===== src/sls_defines.svh =====
`ifndef SLS_DEFINES_SVH
`define SLS_DEFINES_SVH

// Register indices; byte address is four times the index
`define SLS_IDX_BAD_CTRL     12'h46f
`define SLS_IDX_GROUP_LOCK   12'h470
`define SLS_IDX_FRAME_LOCK   12'h471
`define SLS_IDX_LINK_PAGE    12'h300
`define SLS_IDX_THRESHOLD    12'h301
`define SLS_IDX_IRQ_STATUS   12'h302
`define SLS_IDX_IRQ_MASK     12'h303

// Width of the byte address and of the word offset inside it
`define SLS_ADDR_W           14
`define SLS_BYTE_OFS_W       2

// Reset values of writable registers
`define SLS_THRESH_RESET     8'hff
`define SLS_MASK_RESET       32'h0000_0000
`define SLS_PAGE_RESET       1'h0

// Event positions inside one link's group of interrupt bits
`define SLS_EV_BAD_CTRL      0
`define SLS_EV_GROUP_LOST    1
`define SLS_EV_FRAME_LOST    2
`define SLS_EV_PER_LINK      3

`endif


===== src/sls_pkg.sv =====
`default_nettype none

package sls_pkg;

    // Bus phase tracker, one-hot
    typedef enum logic [1:0] {
        SLS_ST_IDLE   = 2'b01,
        SLS_ST_ACCESS = 2'b10
    } sls_apb_state_type;

    // Threshold and error count width
    typedef logic [7:0] sls_count_type;

    // Bus data word
    typedef logic [31:0] sls_word_type;

endpackage : sls_pkg

`default_nettype wire


===== src/sls_sticky_flags.sv =====
`timescale 1ns/1ps
`default_nettype none

module sls_sticky_flags #(
    parameter int W = 6
) (
    input  wire logic         pclk,
    input  wire logic         presetn,
    input  wire logic [W-1:0] set_pulse,
    input  wire logic [W-1:0] clear_bits,
    output logic      [W-1:0] flags_reg
);

    ////////////////////////////////////////////////////////////////////////
    // Sticky flags; a set in the clearing cycle wins
    always_ff @(posedge pclk or negedge presetn) begin
        if (!presetn) begin
            flags_reg <= '0;
        end else begin
            flags_reg <= (flags_reg & ~clear_bits) | set_pulse;
        end
    end

endmodule : sls_sticky_flags

`default_nettype wire


===== src/sls_link_status.sv =====
`timescale 1ns/1ps
`default_nettype none

`include "sls_defines.svh"

module sls_link_status #(
    parameter int LANES = 8,
    parameter int CNT_W = 8
) (
    input  wire logic                   pclk,
    input  wire logic                   presetn,
    input  wire logic [CNT_W-1:0]       error_threshold,
    input  wire logic [LANES*CNT_W-1:0] lane_err_count,
    input  wire logic [LANES-1:0]       group_lock_in,
    input  wire logic [LANES-1:0]       frame_lock_in,
    output logic      [LANES-1:0]       bad_ctrl_char_reg,
    output logic      [LANES-1:0]       group_lock_reg,
    output logic      [LANES-1:0]       frame_lock_reg,
    output logic      [2:0]             event_reg
);

    logic [LANES-1:0] over_thr;

    ////////////////////////////////////////////////////////////////////////
    // Per-lane threshold compare, bit n is lane n
    for (genvar i = 0; i < LANES; i++) begin : g_lane
        assign over_thr[i] = lane_err_count[i*CNT_W +: CNT_W] >= error_threshold;

    end

    ////////////////////////////////////////////////////////////////////////
    // Status snapshot; zero from reset, no software path
    // read-only, reset zero
    always_ff @(posedge pclk or negedge presetn) begin
        if (!presetn) begin
            bad_ctrl_char_reg <= '0;
            group_lock_reg    <= '0;
            frame_lock_reg    <= '0;
        end else begin
            bad_ctrl_char_reg <= over_thr;
            group_lock_reg    <= group_lock_in;
            frame_lock_reg    <= frame_lock_in;
        end
    end

    ////////////////////////////////////////////////////////////////////////
    // Events: threshold newly reached, lock newly lost
    always_ff @(posedge pclk or negedge presetn) begin
        if (!presetn) begin
            event_reg <= '0;
        end else begin
            event_reg[`SLS_EV_BAD_CTRL]   <= |(over_thr & ~bad_ctrl_char_reg);
            event_reg[`SLS_EV_GROUP_LOST] <= |(group_lock_reg & ~group_lock_in);
            event_reg[`SLS_EV_FRAME_LOST] <= |(frame_lock_reg & ~frame_lock_in);
        end
    end

endmodule : sls_link_status

`default_nettype wire


===== src/sls_lane_status.sv =====
`timescale 1ns/1ps
`default_nettype none

`include "sls_defines.svh"

//Contract
// - Control char bit is 1 when lane error count reaches the threshold.
// - Control char status bit n belongs to lane n, from bit zero.
// - Code-group lock register holds lanes 0 to 7, one for lock.
// - Frame lock register holds one bit per lane, one for lock.
// - Control char, code-group lock and frame lock reads return the link chosen by the page register.
// - Lock bits read 0 when lost and 1 when achieved.
module sls_lane_status #(
    parameter int NUM_LINKS = 2,
    parameter int LANES     = 8,
    parameter int CNT_W     = 8
) (
    input  wire logic                             pclk,
    input  wire logic                             presetn,
    input  wire logic                             psel,
    input  wire logic                             penable,
    input  wire logic                             pwrite,
    input  wire logic [`SLS_ADDR_W-1:0]           paddr,
    input  wire logic [31:0]                      pwdata,
    output logic      [31:0]                      prdata,
    output logic                                  pready,
    output logic                                  pslverr,
    input  wire logic [NUM_LINKS*LANES*CNT_W-1:0] lane_err_count,
    input  wire logic [NUM_LINKS*LANES-1:0]       group_lock_in,
    input  wire logic [NUM_LINKS*LANES-1:0]       frame_lock_in,
    output logic                                  irq
);

    import sls_pkg::*;

    localparam int PAGE_W = (NUM_LINKS > 1) ? $clog2(NUM_LINKS) : 1;
    localparam int EV_W   = `SLS_EV_PER_LINK * NUM_LINKS;

    // Byte addresses of the registers
    localparam logic [`SLS_ADDR_W-1:0] A_BAD_CTRL   = {`SLS_IDX_BAD_CTRL,   2'h0};
    localparam logic [`SLS_ADDR_W-1:0] A_GROUP_LOCK = {`SLS_IDX_GROUP_LOCK, 2'h0};
    localparam logic [`SLS_ADDR_W-1:0] A_FRAME_LOCK = {`SLS_IDX_FRAME_LOCK, 2'h0};
    localparam logic [`SLS_ADDR_W-1:0] A_LINK_PAGE  = {`SLS_IDX_LINK_PAGE,  2'h0};
    localparam logic [`SLS_ADDR_W-1:0] A_THRESHOLD  = {`SLS_IDX_THRESHOLD,  2'h0};
    localparam logic [`SLS_ADDR_W-1:0] A_IRQ_STATUS = {`SLS_IDX_IRQ_STATUS, 2'h0};
    localparam logic [`SLS_ADDR_W-1:0] A_IRQ_MASK   = {`SLS_IDX_IRQ_MASK,   2'h0};

    sls_apb_state_type state_reg;
    sls_apb_state_type state_next;
    logic [PAGE_W-1:0] link_page_reg;
    logic [CNT_W-1:0]  error_threshold_reg;
    logic [EV_W-1:0]   irq_mask_reg;
    logic [EV_W-1:0]   irq_status_reg;
    logic [EV_W-1:0]   event_set;
    logic [EV_W-1:0]   status_clear;
    logic [31:0]       prdata_reg;
    logic [31:0]       prdata_next;
    logic              miss_reg;
    logic              miss_next;
    logic              setup_phase;
    logic              access_done;
    logic              wr_done;
    logic              rd_done;
    logic [LANES-1:0]  bad_ctrl_all   [NUM_LINKS];
    logic [LANES-1:0]  group_lock_all [NUM_LINKS];
    logic [LANES-1:0]  frame_lock_all [NUM_LINKS];
    logic [LANES-1:0]  bad_ctrl_sel;
    logic [LANES-1:0]  group_lock_sel;
    logic [LANES-1:0]  frame_lock_sel;

    ////////////////////////////////////////////////////////////////////////
    // One status block per link
    for (genvar l = 0; l < NUM_LINKS; l++) begin : g_link
        sls_link_status #(
            .LANES (LANES),
            .CNT_W (CNT_W)
        ) u_link (
            .pclk              (pclk),
            .presetn           (presetn),
            .error_threshold   (error_threshold_reg),
            .lane_err_count    (lane_err_count[l*LANES*CNT_W +: LANES*CNT_W]),
            .group_lock_in     (group_lock_in[l*LANES +: LANES]),
            .frame_lock_in     (frame_lock_in[l*LANES +: LANES]),
            .bad_ctrl_char_reg (bad_ctrl_all[l]),
            .group_lock_reg    (group_lock_all[l]),
            .frame_lock_reg    (frame_lock_all[l]),
            .event_reg         (event_set[l*`SLS_EV_PER_LINK +: `SLS_EV_PER_LINK])
        );
    end

    ////////////////////////////////////////////////////////////////////////
    // Paged view of the status registers
    // select by link page
    assign bad_ctrl_sel   = bad_ctrl_all[link_page_reg];
    assign group_lock_sel = group_lock_all[link_page_reg];
    assign frame_lock_sel = frame_lock_all[link_page_reg];

    ////////////////////////////////////////////////////////////////////////
    // Bus phase tracking; one access cycle, no wait states
    assign setup_phase = psel && !penable;
    assign access_done = (state_reg == SLS_ST_ACCESS) && psel && penable;
    assign wr_done     = access_done && pwrite && !miss_reg;
    assign rd_done     = access_done && !pwrite && !miss_reg;

    always_comb begin
        state_next = state_reg;
        unique case (state_reg)
            SLS_ST_IDLE: begin
                if (setup_phase) begin
                    state_next = SLS_ST_ACCESS;
                end
            end
            SLS_ST_ACCESS: begin
                if (access_done || !psel) begin
                    state_next = SLS_ST_IDLE;
                end
            end
            default: begin
                state_next = SLS_ST_IDLE;
            end
        endcase
    end

    always_ff @(posedge pclk or negedge presetn) begin
        if (!presetn) begin
            state_reg <= SLS_ST_IDLE;
        end else begin
            state_reg <= state_next;
        end
    end

    ////////////////////////////////////////////////////////////////////////
    // Read decode, sampled in the setup cycle
    always_comb begin
        prdata_next = '0;
        miss_next   = 1'b0;
        unique case (paddr)
            A_BAD_CTRL:   prdata_next[LANES-1:0]  = bad_ctrl_sel;
            A_GROUP_LOCK: prdata_next[LANES-1:0]  = group_lock_sel;
            A_FRAME_LOCK: prdata_next[LANES-1:0]  = frame_lock_sel;
            A_LINK_PAGE:  prdata_next[PAGE_W-1:0] = link_page_reg;
            A_THRESHOLD:  prdata_next[CNT_W-1:0]  = error_threshold_reg;
            A_IRQ_STATUS: prdata_next[EV_W-1:0]   = irq_status_reg;
            A_IRQ_MASK:   prdata_next[EV_W-1:0]   = irq_mask_reg;
            default:      miss_next               = 1'b1;
        endcase
    end

    // Read data and decode result held through the access phase
    always_ff @(posedge pclk or negedge presetn) begin
        if (!presetn) begin
            prdata_reg <= '0;
            miss_reg   <= 1'b0;
        end else if (setup_phase) begin
            prdata_reg <= pwrite ? 32'h0000_0000 : prdata_next;
            miss_reg   <= miss_next;
        end
    end

    assign prdata  = prdata_reg;
    assign pready  = (state_reg == SLS_ST_ACCESS);
    assign pslverr = pready && miss_reg;

    ////////////////////////////////////////////////////////////////////////
    // Writable control registers; status words take no write
    // writes to status ignored
    always_ff @(posedge pclk or negedge presetn) begin
        if (!presetn) begin
            link_page_reg       <= PAGE_W'(`SLS_PAGE_RESET);
            error_threshold_reg <= CNT_W'(`SLS_THRESH_RESET);
            irq_mask_reg        <= EV_W'(`SLS_MASK_RESET);
        end else if (wr_done) begin
            if (paddr == A_LINK_PAGE) begin
                link_page_reg <= pwdata[PAGE_W-1:0];
            end
            if (paddr == A_THRESHOLD) begin
                error_threshold_reg <= pwdata[CNT_W-1:0];
            end
            if (paddr == A_IRQ_MASK) begin
                irq_mask_reg <= pwdata[EV_W-1:0];
            end
        end
    end

    ////////////////////////////////////////////////////////////////////////
    // Interrupt status; a read clears only the bits it returned
    assign status_clear = (rd_done && paddr == A_IRQ_STATUS) ? prdata_reg[EV_W-1:0] : '0;

    sls_sticky_flags #(
        .W (EV_W)
    ) u_irq_flags (
        .pclk       (pclk),
        .presetn    (presetn),
        .set_pulse  (event_set),
        .clear_bits (status_clear),
        .flags_reg  (irq_status_reg)
    );

    // Level interrupt while an unmasked bit is set
    assign irq = |(irq_status_reg & irq_mask_reg);
endmodule : sls_lane_status

`default_nettype wire


===== config.mk =====
export PLATFORM = sky130hd
export DESIGN_NAME = sls_lane_status
export DESIGN_NICKNAME = d
export VERILOG_FILES = /design/src/sls_pkg.sv /design/src/sls_sticky_flags.sv /design/src/sls_link_status.sv /design/src/sls_lane_status.sv
export VERILOG_INCLUDE_DIRS = /design/src
export SDC_FILE = /design/constraint.sdc
export NUM_CORES = 1
export LEC_CHECK = 0
export BUFFER_PORTS_ARGS = -buffer_cell sky130_fd_sc_hd__clkbuf_2
export CAP_MARGIN = 20
export CORE_UTILIZATION = 51
export CTS_BUF_LIST = sky130_fd_sc_hd__clkbuf_4 sky130_fd_sc_hd__clkbuf_8 sky130_fd_sc_hd__clkbuf_16
export CTS_CLUSTER_SIZE = 30
export DETAILED_ROUTE_END_ITERATION = 12
export PLACE_DENSITY = 0.9
export SLEW_MARGIN = 10
export SYNTH_ARGS = -nofsm -noshare
export SYNTH_HDL_FRONTEND = slang
export SYNTH_SLANG_ARGS = --single-unit

===== constraint.sdc =====
create_clock -name pclk -period 2.95 [get_ports pclk]
set_input_delay 0.4425 -clock pclk [delete_from_list [all_inputs] [get_ports pclk]]
set_output_delay 0.4425 -clock pclk [all_outputs]
set_load 0.1 [all_outputs]

==> results.toml <==
[cells_and_area]
n_antenna_cell = 0
drive_above_1_share_pct = 27.49
final_util_pct = 65.26
area_growth_pct = 22.91
fillers = 1068
nets = 1276

[grt]
grt_first_pass_wirelength_um = 30800
grt_overflow = 0
grt_pass1_vias = 6462
antenna_found_initial = 0
grt_max_degree = 87
grtUsageTotal_pct = 27.85

[place]
gp_congestion = 0.8892
port_buffers = 197
dp_worst_setup_slack_ps = 336.3
dp_hpwl_um = 15330

[synth]
synth_top_area_cell = "dfrtp_1"
yosys.cell_count.top_type = "ha_1"
synthMuxAreaShare_pct = 5.164
syn-mean-instance-area_um2 = 9.444
synth_common_cells = "128 x ha_1, 80 x inv_1, 77 x dfrtp_1"
ys_seq_elements = 86
synth_fa_ha_area_share_pct = 23.52
synth_top_area_share_pct = 28.30
synth_area_um2 = 6809
synth-compound-area-share_pct = 17.57
synth-seq-area-share_pct = 31.77
ys.flop_type = "dfrtp_1"
synth.distinct_cells = 62
netlist_top_cells_area = "dfrtp_1 28%, ha_1 24%, inv_1 4.4%, mux2i_1 3.7%, dfstp_2 3.5%"
yosys.area_share.simple_pct = 14.30
synth_top_family_by_area = "adder cells"
synth_xor_area_share_pct = 0.1286
yosysWarnings = 0
synth_edf_count = 0
async_flop_share_pct = 100.0
synthCells = 721

[setup_path]
timing.critical_path.arrival_ps = 2880
crit-reg2reg-launch = "error_threshold_reg[5]"
cp-startpoint = "error_threshold_reg[5]"
r2r_cells = 8
crit_fanout = 14
cp-end-kind = "flip-flop"
r2r_slack_ps = 270
crit_type = "flip-flop to flip-flop"
critPathRequiredTime_ps = 3140
r2r-end = "g_link[0].u_link.event_reg[0]"
endpoint = "g_link[0].u_link.event_reg[0]"
start_kind = "flip-flop"

[clock_network]
clock_latency_ps = 330
clock-sinks = 86
cts_hold_buf = 0
root_buffer = "clkbuf_16"
cts_resized = 0
cts_made_buffers = 9
clockBufferDepth = 2
htreeDepth = 3
path_clk_slew_ps = 60
cts_tree = "built"
cts_setup_buffers = 0

[timing]
period_needed_ps = 2684
worst_slack_ps = 266.1
period_share_pct = 90.98
slew_viol_final = 0
rsz0062_at_grt = "no"
slew_headroom_pct = 44.79
setup_viol = 0
hold_viol_final = 0
max_freq_mhz = 372.6
whs_ps = 82.31
worst_pin_slew_ps = 828.1
clock_skew_ps = 7.819
finalSetupTns_ps = 0

[die]
die_w_um = 117.5
rows = 41
fp.dieArea_um2 = 13820
initial_core_util_pct = 53.09
ios = 246
core_area_um2 = 12820
die_h_um = 117.5

[power_and_ir_drop]
p_sw_uw = 820.9
clockPowerShare_pct = 41.5
combinationalPowerShare_pct = 16.8
switching_share_pct = 27.58
internal-power_mw = 2.155
p_leak_nw = 4.515
max-vdd-ir-drop_uv = 336.7
p_seq_share_pct = 41.7
powerDensity_nw_per_um2 = 355.6

[drt]
wl_per_cell_um = 17.18
num_vias = 6340
drt.antenna.violating_nets = 0
drcViolationCount = 0
routed_wl_um = 19140
firstDrtPassIters = 5
first_iter_violations = 395
via_per_inst = 5.691

[outcome]
status = "completed"

[min_path]
hp-class = "input port to async pin"

[run]
drv_cap = 0
==> worst max-delay path, stage by stage, from the launching register on <==
cell and delay (ps):
dfstp_2 530, inv_1 300, ha_1 430, a21o_1 190, and4b_1 190, nor4_1 340, o2111ai_1 180, nor4_1 230
o221ai_1 170
==> routing by layer <==
layer | vias to the layer above | GRT usage (%) | share of wire, %
met2 | 272 | 48.30 | 48
met1 | 2968 | 33.62 | 41
met5 | - | 0 | 0
met3 | 47 | 5.717 | 7.3
met4 | 0 | 11.22 | 3.3
li1 | 3053 | - | -
==> power groups by stage <==
stage / Combinational [mW] / Sequential (mW) / Clock (mW)
finish: 0.499 / 1.24 / 1.24
floorplan: 0.302 / 1.26 / 0
global placement: 0.476 / 1.26 / 0
CTS: 0.494 / 1.24 / 1.26
detailed placement: 0.490 / 1.26 / 0
global route: 0.547 / 1.24 / 1.30
==> layout make-up <==
cell class / instances / area (um2) / share of cell area (%)
Sequential cell: 86 / 2163 / 25.85
Inverter: 80 / 300.3 / 3.588
Multi-Input combinational cell: 547 / 4222 / 50.44
Timing Repair Buffer: 213 / 1141 / 13.63
Clock buffer: 10 / 232.7 / 2.781
Tap cell: 172 / 215.2 / 2.571
Clock inverter: 6 / 95.09 / 1.136
==> how the worst min path moves through the flow <==
| stage | from | endpoint | slack (ps) |
|---|---|---|---|
| floorplan | presetn | g_link[0].u_link.bad_ctrl_char_reg[0] | 150 |
| global route | presetn | g_link[1].u_link.group_lock_reg[4] | 120 |
| finish | presetn | g_link[1].u_link.group_lock_reg[4] | 80 |
| detailed placement | g_link[1].u_link.event_reg[1] | u_irq_flags.flags_reg[4] | 430 |
| global placement | g_link[1].u_link.event_reg[1] | u_irq_flags.flags_reg[4] | 410 |
| CTS | group_lock_in[5] | g_link[0].u_link.group_lock_reg[5] | 220 |
==> logic make-up (layout without fill, tap and decap cells) <==
family,Yosys count,count (layout)
simple gates,174,174
fa+ha+maj,128,128
xor+xnor,1,1
flops,86,86
buf+inv,111,309
mux,34,34
other cells,1,24
compound gates,186,186
==> cell usage in the layout (no fill, tap or decap), drive strengths merged, types with 25 or more instances in the layout <==
master	synthesis	routed
a21oi	35	35
clkbuf	1	206
dfrtp	77	77
ha	128	128
inv	80	82
mux2i	25	25
nand2	52	52
nor2	25	25
o21ai	43	43
o22ai	34	34
==> metrics by stage <==
stage,cell area (um2),power (mW),instances
floorplan,6895,1.564,744
CTS,8342,2.991,1113
detailed placement,8014,1.752,1097
global placement,8014,1.735,1097
finish,8369,2.976,1114
global route,8369,3.088,1114
No activity file was read; power rests on OpenSTA's default activity.
